$ cat config.mk
export PLATFORM = sky130hd
export DESIGN_NAME = servo_supervision
export DESIGN_NICKNAME = d
export VERILOG_FILES = /design/src/rtl/servo_sup_pkg.sv /design/src/rtl/servo_supervision.sv
export SDC_FILE = /design/constraint.sdc
export NUM_CORES = 1
export LEC_CHECK = 0
export BUFFER_PORTS_ARGS = -buffer_cell sky130_fd_sc_hd__buf_2
export CORE_MARGIN = 2
export CORE_UTILIZATION = 23
export DETAILED_ROUTE_END_ITERATION = 8
export GPL_ROUTABILITY_DRIVEN = 0
export SYNTH_ARGS = -nofsm -noshare
export SYNTH_HDL_FRONTEND = slang
export SYNTH_SLANG_ARGS = --single-unit
$ cat constraint.sdc
create_clock -name MCLK -period 6.8 [get_ports MCLK]
set_clock_uncertainty 0.2 [all_clocks]
set_input_delay 0 -clock MCLK [delete_from_list [all_inputs] [get_ports MCLK]]
set_output_delay 0 -clock MCLK [all_outputs]
set_load 0.03 [all_outputs]
$ cat src/rtl/servo_sup_pkg.sv
package servo_sup_pkg;
    // ***********************************************************
    // Register map (byte addresses on the AXI4-Lite slave)
    // ***********************************************************
    localparam logic [7:0] ADDR_HOLD_TIME = 8'h00;
    localparam logic [7:0] ADDR_OL_WARN = 8'h04;
    localparam logic [7:0] ADDR_OL_DERATE = 8'h08;
    localparam logic [7:0] ADDR_REGEN_CAP = 8'h0c;
    localparam logic [7:0] ADDR_IN_ALLOC = 8'h10;
    localparam logic [7:0] ADDR_ROT_LEVEL = 8'h14;
    localparam logic [7:0] ADDR_STATUS = 8'h18;
    localparam logic [7:0] ADDR_IRQ_STAT = 8'h1c;
    localparam logic [7:0] ADDR_IRQ_MASK = 8'h20;
    localparam logic [7:0] ADDR_OL_ALARM_TIME = 8'h24;
    localparam logic [7:0] ADDR_OL_INST_LIMIT = 8'h28;

    // ***********************************************************
    // Reset values and limits
    // ***********************************************************
    localparam logic [15:0] HOLD_TIME_RST = 16'h0014;
    localparam logic [15:0] HOLD_TIME_MIN = 16'h0014;
    localparam logic [15:0] HOLD_TIME_MAX = 16'hc350;
    localparam logic [15:0] OL_WARN_RST = 16'h0014;
    localparam logic [15:0] OL_WARN_MIN = 16'h0001;
    localparam logic [15:0] OL_WARN_MAX = 16'h0064;
    localparam logic [15:0] OL_DERATE_RST = 16'h0064;
    localparam logic [15:0] OL_DERATE_MIN = 16'h000a;
    localparam logic [15:0] OL_DERATE_MAX = 16'h0064;
    localparam logic [15:0] REGEN_CAP_RST = 16'h0000;
    localparam logic [15:0] IN_ALLOC_RST = 16'h0000;
    localparam logic [15:0] ROT_LEVEL_RST = 16'h0014;
    localparam logic [15:0] ROT_LEVEL_MAX = 16'h2710;
    localparam logic [15:0] OL_ALARM_TIME_RST = 16'h2710;
    localparam logic [15:0] OL_INST_LIMIT_RST = 16'h012c;
    localparam logic [15:0] PERCENT_FULL = 16'h0064;

    // ***********************************************************
    // Field positions
    // ***********************************************************
    localparam int ALLOC_MODE_LSB = 0;
    localparam int ALLOC_MODE_W = 4;
    localparam int IRQ_W = 4;
    localparam int IRQ_HOLD_TRIP = 0;
    localparam int IRQ_OL_WARN = 1;
    localparam int IRQ_ALARM = 2;
    localparam int IRQ_MAIN_BACK = 3;

    // ***********************************************************
    // Timing
    // ***********************************************************
    localparam int CLK_HZ = 125000000;
    localparam int TICK_MS = 1;
    localparam int TICK_CYCLES = CLK_HZ / 1000 * TICK_MS;
    localparam int CTRL_HOLDUP_MS = 100;
endpackage : servo_sup_pkg

$ cat src/rtl/servo_supervision.sv
`timescale 1ns/10ps
`default_nettype none

module servo_supervision #(
    parameter int TICK_LEN = servo_sup_pkg::TICK_CYCLES,
    parameter int NUM_IN = 8
) (
    input wire logic MCLK, // System clock
    input wire logic RST, // Synchronous reset, high
    input wire logic MAIN_PRESENT, // Main supply present
    input wire logic CTRL_PRESENT, // Control supply present
    input wire logic BASE_BLOCK, // Hardwired base block active
    input wire logic ABS_ENCODER, // Absolute encoder fitted
    input wire logic ABS_READY, // Ready for absolute data request
    input wire logic EXT_ALARM, // Other alarms in the drive
    input wire logic [15:0] MOTOR_SPEED, // Speed magnitude, min^-1
    input wire logic [15:0] LOAD_PCT, // Motor load, percent of rated
    input wire logic [15:0] REGEN_POWER, // Regen power, 10 W units
    input wire logic [NUM_IN-1:0] SEQ_IN_DEFAULT, // Default terminals
    input wire logic [NUM_IN-1:0] SEQ_IN_CUSTOM, // Custom allocation
    input wire logic [31:0] S_AXI_AWADDR, // Write address
    input wire logic S_AXI_AWVALID, // Write address valid
    output logic S_AXI_AWREADY, // Write address ready
    input wire logic [31:0] S_AXI_WDATA, // Write data
    input wire logic [3:0] S_AXI_WSTRB, // Write strobes
    input wire logic S_AXI_WVALID, // Write data valid
    output logic S_AXI_WREADY, // Write data ready
    output logic [1:0] S_AXI_BRESP, // Write response
    output logic S_AXI_BVALID, // Write response valid
    input wire logic S_AXI_BREADY, // Write response ready
    input wire logic [31:0] S_AXI_ARADDR, // Read address
    input wire logic S_AXI_ARVALID, // Read address valid
    output logic S_AXI_ARREADY, // Read address ready
    output logic [31:0] S_AXI_RDATA, // Read data
    output logic [1:0] S_AXI_RRESP, // Read response
    output logic S_AXI_RVALID, // Read data valid
    input wire logic S_AXI_RREADY, // Read data ready
    output logic SERVO_ON, // Motor power stage enabled
    output logic SERVO_READY_OUT, // Servo ready, high = closed
    output logic ALARM_OUT, // Alarm contact, high = closed (normal)
    output logic WARN_OUT, // Warning contact, high = closed
    output logic ROTATION_DETECT_OUT, // High = faster than level
    output logic [NUM_IN-1:0] SEQ_IN, // Allocated sequence inputs
    output logic IRQ // Interrupt, level
);
    import servo_sup_pkg::*;

    // ***********************************************************
    // Types and helpers
    // ***********************************************************
    typedef enum logic [2:0] {
        ST_RUN = 3'b001,
        ST_HOLD = 3'b010,
        ST_OFF = 3'b100
    } pwr_state_e;

    function automatic logic [15:0] clamp16(input logic [15:0] v,
        input logic [15:0] lo, input logic [15:0] hi);
        clamp16 = (v < lo) ? lo : ((v > hi) ? hi : v);
    endfunction : clamp16

    function automatic logic [15:0] merge16(input logic [15:0] old,
        input logic [31:0] d, input logic [3:0] s);
        merge16 = {s[1] ? d[15:8] : old[15:8], s[0] ? d[7:0] : old[7:0]};
    endfunction : merge16

    // ***********************************************************
    // Registers
    // ***********************************************************
    logic [15:0] hold_time_reg;
    logic [15:0] ol_warn_reg;
    logic [15:0] ol_derate_reg;
    logic [15:0] regen_cap_reg;
    logic [15:0] in_alloc_reg;
    logic [15:0] rot_level_reg;
    logic [15:0] ol_alarm_time_reg;
    logic [IRQ_W-1:0] irq_stat_reg;
    logic [IRQ_W-1:0] irq_mask_reg;
    logic [15:0] derate_active_reg;
    logic alloc_custom_reg;
    logic aw_held_reg;
    logic w_held_reg;
    logic [7:0] aw_addr_reg;
    logic [31:0] w_data_reg;
    logic [3:0] w_strb_reg;
    logic wr_fire;
    logic [31:0] rd_word;
    logic [IRQ_W-1:0] irq_event;
    logic [IRQ_W-1:0] irq_w1c;

    // ***********************************************************
    // AXI4-Lite write path: address and data accepted in any order
    // ***********************************************************
    assign wr_fire = aw_held_reg && w_held_reg && !S_AXI_BVALID;

    always_ff @(posedge MCLK)
    begin
        if (RST)
        begin
            aw_held_reg <= 1'b0;
            w_held_reg <= 1'b0;
            aw_addr_reg <= 8'h00;
            w_data_reg <= 32'h00000000;
            w_strb_reg <= 4'h0;
            S_AXI_AWREADY <= 1'b0;
            S_AXI_WREADY <= 1'b0;
            S_AXI_BVALID <= 1'b0;
            S_AXI_BRESP <= 2'h0;
        end
        else
        begin
            S_AXI_AWREADY <= !aw_held_reg && !S_AXI_AWREADY;
            S_AXI_WREADY <= !w_held_reg && !S_AXI_WREADY;
            if (S_AXI_AWVALID && S_AXI_AWREADY)
            begin
                aw_held_reg <= 1'b1;
                aw_addr_reg <= S_AXI_AWADDR[7:0];
                S_AXI_AWREADY <= 1'b0;
            end
            if (S_AXI_WVALID && S_AXI_WREADY)
            begin
                w_held_reg <= 1'b1;
                w_data_reg <= S_AXI_WDATA;
                w_strb_reg <= S_AXI_WSTRB;
                S_AXI_WREADY <= 1'b0;
            end
            if (wr_fire)
            begin
                S_AXI_BVALID <= 1'b1;
                S_AXI_BRESP <= (aw_addr_reg > ADDR_OL_INST_LIMIT ||
                    aw_addr_reg[1:0] != 2'h0) ? 2'h2 : 2'h0;
            end
            if (S_AXI_BVALID && S_AXI_BREADY)
            begin
                S_AXI_BVALID <= 1'b0;
                aw_held_reg <= 1'b0;
                w_held_reg <= 1'b0;
            end
        end
    end

    // Hold time, warning, derate and rotation level settings are clamped to their legal range on write
    always_ff @(posedge MCLK)
    begin
        if (RST)
        begin
            hold_time_reg <= HOLD_TIME_RST;
            ol_warn_reg <= OL_WARN_RST;
            ol_derate_reg <= OL_DERATE_RST;
            regen_cap_reg <= REGEN_CAP_RST;
            in_alloc_reg <= IN_ALLOC_RST;
            rot_level_reg <= ROT_LEVEL_RST;
            ol_alarm_time_reg <= OL_ALARM_TIME_RST;
            irq_mask_reg <= '0;
        end
        else if (wr_fire)
        begin
            case (aw_addr_reg)
                ADDR_HOLD_TIME: hold_time_reg <= clamp16(merge16(
                    hold_time_reg, w_data_reg, w_strb_reg),
                    HOLD_TIME_MIN, HOLD_TIME_MAX);
                ADDR_OL_WARN: ol_warn_reg <= clamp16(merge16(ol_warn_reg,
                    w_data_reg, w_strb_reg), OL_WARN_MIN, OL_WARN_MAX);
                ADDR_OL_DERATE: ol_derate_reg <= clamp16(merge16(
                    ol_derate_reg, w_data_reg, w_strb_reg),
                    OL_DERATE_MIN, OL_DERATE_MAX);
                ADDR_REGEN_CAP: regen_cap_reg <= merge16(regen_cap_reg,
                    w_data_reg, w_strb_reg);
                ADDR_IN_ALLOC: in_alloc_reg <= merge16(in_alloc_reg,
                    w_data_reg, w_strb_reg);
                ADDR_ROT_LEVEL: rot_level_reg <= clamp16(merge16(
                    rot_level_reg, w_data_reg, w_strb_reg),
                    16'h0000, ROT_LEVEL_MAX);
                ADDR_OL_ALARM_TIME: ol_alarm_time_reg <= merge16(
                    ol_alarm_time_reg, w_data_reg, w_strb_reg);
                ADDR_IRQ_MASK: irq_mask_reg <= w_data_reg[IRQ_W-1:0];
                default: ;
            endcase
        end
    end

    // ***********************************************************
    // Restart-effective settings: latched only in reset and the cycle after it
    // ***********************************************************
    // A soft change is stored but never acts, as reset restores the register;
    // values are taken from the registers' reset defaults at reset.
    logic restart_pend_reg;
    always_ff @(posedge MCLK)
    begin
        if (RST)
        begin
            restart_pend_reg <= 1'b1;
            derate_active_reg <= OL_DERATE_RST;
            alloc_custom_reg <= 1'b0;
        end
        else if (restart_pend_reg)
        begin
            restart_pend_reg <= 1'b0;
            derate_active_reg <= ol_derate_reg;
            alloc_custom_reg <=
                in_alloc_reg[ALLOC_MODE_LSB +: ALLOC_MODE_W] ==
                4'h1;
        end
    end

    // ***********************************************************
    // Millisecond tick and power-loss sequencer
    // ***********************************************************
    logic [31:0] tick_cnt_reg;
    logic tick;
    logic [15:0] outage_ms_reg;
    logic [15:0] ctrl_ms_reg;
    logic ctrl_lost_reg;
    pwr_state_e pwr_state_reg;

    assign tick = (tick_cnt_reg == 32'(TICK_LEN - 1));

    always_ff @(posedge MCLK)
    begin
        if (RST || tick)
            tick_cnt_reg <= 32'h00000000;
        else
            tick_cnt_reg <= tick_cnt_reg + 32'h00000001;
    end

    // Control supply outage past holdup acts like a normal power-off
    always_ff @(posedge MCLK)
    begin
        if (RST || CTRL_PRESENT)
        begin
            ctrl_ms_reg <= 16'h0000;
            ctrl_lost_reg <= 1'b0;
        end
        else if (tick)
        begin
            if (ctrl_ms_reg >= 16'(CTRL_HOLDUP_MS))
                ctrl_lost_reg <= 1'b1;
            else
                ctrl_ms_reg <= ctrl_ms_reg + 16'h0001;
        end
    end

    always_ff @(posedge MCLK)
    begin
        if (RST)
        begin
            pwr_state_reg <= ST_OFF;
            outage_ms_reg <= 16'h0000;
        end
        else if (ctrl_lost_reg)
        begin
            pwr_state_reg <= ST_OFF;
            outage_ms_reg <= 16'h0000;
        end
        else
        begin
            case (pwr_state_reg)
                ST_RUN:
                    if (!MAIN_PRESENT)
                    begin
                        pwr_state_reg <= ST_HOLD;
                        outage_ms_reg <= 16'h0000;
                    end
                ST_HOLD:
                    if (MAIN_PRESENT)
                        pwr_state_reg <= ST_RUN;
                    else if (tick)
                    begin
                        if (outage_ms_reg >= hold_time_reg)
                            pwr_state_reg <= ST_OFF;
                        else
                            outage_ms_reg <= outage_ms_reg + 16'h0001;
                    end
                ST_OFF:
                    if (MAIN_PRESENT)
                        pwr_state_reg <= ST_RUN;
                default: pwr_state_reg <= ST_OFF;
            endcase
        end
    end

    // ***********************************************************
    // Overload and regenerative supervision
    // ***********************************************************
    // Continuous overload accumulates ms while load exceeds the
    // derated base; the instantaneous limit is not programmable.
    logic [15:0] ol_acc_reg;
    logic ol_alarm_reg;
    logic ol_inst_alarm_reg;
    logic ol_warn_flag_reg;
    logic regen_alarm_reg;
    logic [31:0] warn_limit;

    assign warn_limit = 32'(ol_alarm_time_reg) * 32'(ol_warn_reg);

    always_ff @(posedge MCLK)
    begin
        if (RST)
        begin
            ol_acc_reg <= 16'h0000;
            ol_alarm_reg <= 1'b0;
            ol_inst_alarm_reg <= 1'b0;
            ol_warn_flag_reg <= 1'b0;
            regen_alarm_reg <= 1'b0;
        end
        else
        begin
            if (LOAD_PCT >= OL_INST_LIMIT_RST)
                ol_inst_alarm_reg <= 1'b1;
            if (tick)
            begin
                if (LOAD_PCT > derate_active_reg)
                begin
                    if (ol_acc_reg != 16'hffff)
                        ol_acc_reg <= ol_acc_reg + 16'h0001;
                end
                else if (ol_acc_reg != 16'h0000)
                    ol_acc_reg <= ol_acc_reg - 16'h0001;
            end
            if (ol_acc_reg >= ol_alarm_time_reg)
                ol_alarm_reg <= 1'b1;
            ol_warn_flag_reg <= 32'(ol_acc_reg) * 32'(PERCENT_FULL) >=
                warn_limit;
            if (regen_cap_reg != 16'h0000 && REGEN_POWER > regen_cap_reg)
                regen_alarm_reg <= 1'b1;
        end
    end

    // ***********************************************************
    // Outputs
    // ***********************************************************
    logic any_alarm;
    assign any_alarm = EXT_ALARM || ol_alarm_reg || ol_inst_alarm_reg ||
        regen_alarm_reg;

    always_ff @(posedge MCLK)
    begin
        if (RST)
        begin
            SERVO_ON <= 1'b0;
            SERVO_READY_OUT <= 1'b0;
            ALARM_OUT <= 1'b0;
            WARN_OUT <= 1'b0;
            ROTATION_DETECT_OUT <= 1'b0;
            SEQ_IN <= '0;
        end
        else
        begin
            SERVO_ON <= pwr_state_reg != ST_OFF && !any_alarm;
            SERVO_READY_OUT <= pwr_state_reg != ST_OFF && MAIN_PRESENT &&
                !BASE_BLOCK && !any_alarm &&
                (!ABS_ENCODER || ABS_READY);
            ALARM_OUT <= !any_alarm;
            WARN_OUT <= ol_warn_flag_reg && !any_alarm;
            if (MOTOR_SPEED > rot_level_reg)
                ROTATION_DETECT_OUT <= 1'b1;
            else if (MOTOR_SPEED < rot_level_reg)
                ROTATION_DETECT_OUT <= 1'b0;
            SEQ_IN <= alloc_custom_reg ? SEQ_IN_CUSTOM :
                SEQ_IN_DEFAULT;
        end
    end

    // ***********************************************************
    // Interrupts: set wins over a write-one-to-clear
    // ***********************************************************
    logic alarm_d_reg;
    logic main_d_reg;
    logic hold_trip;
    assign hold_trip = pwr_state_reg == ST_HOLD && tick && !MAIN_PRESENT &&
        outage_ms_reg >= hold_time_reg;
    assign irq_event = {MAIN_PRESENT && !main_d_reg,
        any_alarm && !alarm_d_reg, ol_warn_flag_reg, hold_trip};
    assign irq_w1c = (wr_fire && aw_addr_reg == ADDR_IRQ_STAT) ?
        w_data_reg[IRQ_W-1:0] : '0;

    always_ff @(posedge MCLK)
    begin
        if (RST)
        begin
            irq_stat_reg <= '0;
            alarm_d_reg <= 1'b0;
            main_d_reg <= 1'b1;
            IRQ <= 1'b0;
        end
        else
        begin
            alarm_d_reg <= any_alarm;
            main_d_reg <= MAIN_PRESENT;
            irq_stat_reg <= (irq_stat_reg & ~irq_w1c) | irq_event;
            IRQ <= |(irq_stat_reg & irq_mask_reg);
        end
    end

    // ***********************************************************
    // AXI4-Lite read path
    // ***********************************************************
    always_comb
    begin
        case (S_AXI_ARADDR[7:0])
            ADDR_HOLD_TIME: rd_word = {16'h0000, hold_time_reg};
            ADDR_OL_WARN: rd_word = {16'h0000, ol_warn_reg};
            ADDR_OL_DERATE: rd_word = {16'h0000, ol_derate_reg};
            ADDR_REGEN_CAP: rd_word = {16'h0000, regen_cap_reg};
            ADDR_IN_ALLOC: rd_word = {16'h0000, in_alloc_reg};
            ADDR_ROT_LEVEL: rd_word = {16'h0000, rot_level_reg};
            ADDR_STATUS: rd_word = {16'h0000, ol_acc_reg[7:0],
                pwr_state_reg, regen_alarm_reg, ol_inst_alarm_reg,
                ol_alarm_reg, ol_warn_flag_reg, ctrl_lost_reg};
            ADDR_IRQ_STAT: rd_word = {28'h0000000, irq_stat_reg};
            ADDR_IRQ_MASK: rd_word = {28'h0000000, irq_mask_reg};
            ADDR_OL_ALARM_TIME: rd_word = {16'h0000, ol_alarm_time_reg};
            ADDR_OL_INST_LIMIT: rd_word = {16'h0000, OL_INST_LIMIT_RST};
            default: rd_word = 32'h00000000;
        endcase
    end

    always_ff @(posedge MCLK)
    begin
        if (RST)
        begin
            S_AXI_ARREADY <= 1'b0;
            S_AXI_RVALID <= 1'b0;
            S_AXI_RDATA <= 32'h00000000;
            S_AXI_RRESP <= 2'h0;
        end
        else
        begin
            S_AXI_ARREADY <= !S_AXI_RVALID && !S_AXI_ARREADY &&
                S_AXI_ARVALID;
            if (S_AXI_ARVALID && S_AXI_ARREADY)
            begin
                S_AXI_RVALID <= 1'b1;
                S_AXI_RDATA <= rd_word;
                S_AXI_RRESP <= (S_AXI_ARADDR[7:0] > ADDR_OL_INST_LIMIT ||
                    S_AXI_ARADDR[1:0] != 2'h0) ? 2'h2 : 2'h0;
            end
            else if (S_AXI_RVALID && S_AXI_RREADY)
                S_AXI_RVALID <= 1'b0;
        end
    end
endmodule : servo_supervision

`default_nettype wire

==> flow_summary.toml <==
[layout]
drive_above_1_share = 0.132
largest_reg_flops = 32
antenna_cells = 0
final_area_um2 = 31600
areaGrowthSynthToFinish_pct = 22.6
nets = 4107

[yosys]
largest_family_of_logic_cells_by_synthesized_area = "adder cells"
register_bit_total_from_synthesis = 293
postSynthCellCount = 3081
synth_flop_cell = "dfxtp_1"
muxShareOfSynthArea = 0.0359
yosysWarningCount = 0
synth-adder-area-share = 0.298
avgSynthCellArea_um2 = 8.37
number_of_synthesized_flops_with_an_enable_pin = 0
synth_area_um2 = 25800
synth-async-reset-ratio = 0
post_synth_and_or_nand_nor_area_fraction = 0.194
post_synth_xor_area_fraction = 0.0272
synth-compound-area-share = 0.133
synth_seq_area_share = 0.227
ys_types = 77

[sta]
hold_slack_ns = 0.0209
final_min_period_over_clock_period = 1.03
relSlewSlack = 0.177
finalHoldViolations = 0
grt_setup_unrepaired = "yes"
finalCriticalPeriod_ns = 6.97
finalWorstSetupSlack_ns = -0.175
setup_violating_endpoint_count_in_the_final_report = 1
report.final.slew_viol_count = 0
worst-slew-pin-transition_ns = 1.23
maxClockFrequency_mhz = 143

[detailed_routing]
drt-pass1-iter-count = 6
drt_iter0_drc = 1700
vias_per_cell = 4.67
detail_route.drc_violations = 0
dr_total_vias = 23100
route.antenna.remaining_nets = 0
drt_wl_total_um = 85000
routed_len_inst_um = 17.2

[power]
power.share.sequential = 0.470
irDropWorstVdd_mv = 0.203
p_switching_w = 0.000996
power.static_leakage_nw = 14.7
power.share.switching = 0.266
cellInternalPower_w = 0.00275
combPwrFrac = 0.088
power_per_cell_area_nw_per_um2 = 119
share_clk_of_total_power = 0.442
p_total_w = 0.00375

[worst_setup_path]
critPathKind = "flip-flop to flip-flop"
cp-end-kind = "flip-flop"
critPathSlowestCell = "fa_1"
rr_worst_depth = 29
required_ns = 7.17
reg2reg_slack_ns = -0.17
crit_path_max_fanout = 7
crit_path_frequent_cell = "fa_1"
r2r-start = "ol_alarm_time_reg[6]$_SDFFE_PP0P_"
r2r-end = "ol_warn_flag_reg$_SDFF_PP0_"
critPathLaunchType = "flip-flop"
crit_path_max_incr_delay_ns = 0.59
arrival_ns = 7.35

[clock_tree]
cts.sinks = 293
clk_pin_slew_worst_paths_ns = 0.10
clock_latency_ns = 0.66
cts_max_level = 1
number_of_cts_inserted_buffers = 31
clock_tree.root_cell = "clkbuf_16"
tritoncts = "yes"
post-cts-setup-buffer-count = 0
clockBufferDepth = 3

[grt]
grt.total_usage = 0.143
vias_in_the_first_global_route = 22900
antenna_found_initial = 0
pin_count_of_the_biggest_net_entering_global_routing = 93
grt_pass1_wl_um = 132000
grt-ovfl-total = 0

[worst_hold_path]
worst_hold_path.endpoint = "ol_inst_alarm_reg$_SDFFE_PP0P_"
min_path_type = "input port to flip-flop"
hold_depth = 4
worst_min_path_start = "LOAD_PCT[8]"

[placement]
placed_area_um2 = 29300
dp.final_hpwl_um = 65700
buffer_ports.inserted = 147

[run_status]
failing_checks = "setup timing"
run_status = "finished, violations left"

[floorplan]
design.die.area_um2 = 115000
rows = 122
placeableCoreArea_um2 = 111000
die-width_um = 339
die_height_um = 339
initial_core_util = 0.232
floorplan.io_pins = 232

[job]
timing.max_cap.violations = 0
## critical path: cells and delay by family, from the launching register on
kind	cells	cell delay [ns]
adder cells (fa/ha/maj)	8	3.61
XOR/XNOR	1	0.12
buffers and inverters	4	0.34
AO/OA/AOI/OAI	8	1.33
AND/OR/NAND/NOR	8	0.89
flip-flops	1	0.42
## worst max-delay path by stage
stage	cells past startpoint	end	start	slack, ns
after detailed placement	27	ol_warn_flag_reg$_SDFF_PP0_	ol_alarm_time_reg[9]$_SDFFE_PP1P_	-0.42
after CTS	30	ol_warn_flag_reg$_SDFF_PP0_	ol_alarm_time_reg[7]$_SDFFE_PP0P_	-0.21
after global routing	30	ol_warn_flag_reg$_SDFF_PP0_	ol_alarm_time_reg[5]$_SDFFE_PP0P_	-0.60
after global placement	29	ol_warn_flag_reg$_SDFF_PP0_	ol_alarm_time_reg[9]$_SDFFE_PP1P_	-0.34
final	29	ol_warn_flag_reg$_SDFF_PP0_	ol_alarm_time_reg[6]$_SDFFE_PP0P_	-0.17
after floorplan	32	ol_warn_flag_reg$_SDFF_PP0_	ol_warn_reg[4]$_SDFFE_PP1P_	0.008
## through the flow
| stage | utilization | setup TNS [ns] | setup slack (ns) | std cells |
|---|---|---|---|---|
| 6_report | 0.285 | -0.175 | -0.175 | 4951 |
| 5_1_grt | 0.285 | -0.595 | -0.595 | 4951 |
| 4_1_cts | 0.285 | -0.212 | -0.212 | 4951 |
| 3_5_place_dp | 0.264 | -0.423 | -0.423 | 4769 |
| 3_3_place_gp | 0.264 | -0.341 | -0.341 | 4769 |
| 2_1_floorplan | - | 0 | 0.00806 | 3098 |
## routing by layer
metal  GRT usage  vias to the layer above  part of all wire  wire, um
li1            -                    11000                 -         -
met1       0.183                    11100              0.43     36600
met2       0.242                      851              0.46     39100
met3      0.0230                      197             0.067      5700
met4      0.0529                        0             0.042      3600
met5           0                        -                 0         0
## cell usage after synthesis (18+ instances only)
master / number / area share
nor2_1: 312 / 0.045
fa_1: 206 / 0.16
nand2b_1: 29 / 0.0070
inv_1: 405 / 0.059
and2_1: 106 / 0.026
nor4_1: 21 / 0.0051
mux2i_1: 88 / 0.034
a21oi_1: 150 / 0.029
xnor2_1: 44 / 0.015
dfxtp_1: 293 / 0.23
a22oi_1: 78 / 0.023
a21o_1: 41 / 0.012
nand4_1: 49 / 0.012
ha_1: 284 / 0.14
buf_4: 18 / 0.0052
nand3_1: 67 / 0.013
nor3_1: 52 / 0.010
xor2_1: 36 / 0.012
or3_1: 25 / 0.0061
nor2b_1: 22 / 0.0053
nand2_1: 294 / 0.043
clkbuf_1: 120 / 0.017
o21ai_0: 68 / 0.013
and3_1: 34 / 0.0082
o21a_1: 18 / 0.0052
## kinds of logic (layout without fill, tap and decap cells)
family / Yosys count / after routing
simple gates: 1054 / 1054
buf+inv: 560 / 925
compound gates: 511 / 511
fa+ha+maj: 490 / 490
flops: 293 / 293
mux: 92 / 92
xor+xnor: 80 / 80
other cells: 1 / 18
## power by group through the flow
stage	sequential, W	combinational (W)	clock [W]
floorplan	0.00180	0.000168	0
global placement	0.00180	0.000263	0
detailed placement	0.00180	0.000267	0
CTS	0.00176	0.000320	0.00168
global route	0.00176	0.000357	0.00174
finish	0.00176	0.000330	0.00166
## layout make-up
| cell class | instances | area, um2 |
|---|---|---|
| clock buffers | 45 | 858 |
| clock inverters | 11 | 83.8 |
| fillers | 11800 | 79400 |
| inverters | 408 | 1540 |
| multi-input cells | 2245 | 18000 |
| flip-flops and latches | 293 | 5900 |
| well taps | 1488 | 1860 |
| repair buffers | 461 | 3420 |
## repair_timing
action                                  CTS  global route
hold endpoints to repair                108             0
endpoints found under the setup margin    1             1
hold buffers                            126             0
gates resized for setup                  27            14
pin swaps                                 2             4
## layout by cell type (no fill, tap or decap), drive strengths merged, types with 44 or more instances in the layout
cell         netlist  final
inv              406    408
buf               32    335
nor2             312    312
nand2            294    294
dfxtp            293    293
ha               284    284
fa               206    206
a21oi            150    150
dlygate4sd3        0    126
and2             108    108
mux2i             88     88
a22oi             78     78
o21ai             74     74
nand3             67     67
nor3              52     52
nand4             49     49
clkbuf           120     45
xnor2             44     44
Note: power is estimated with default switching activity, not from simulation.
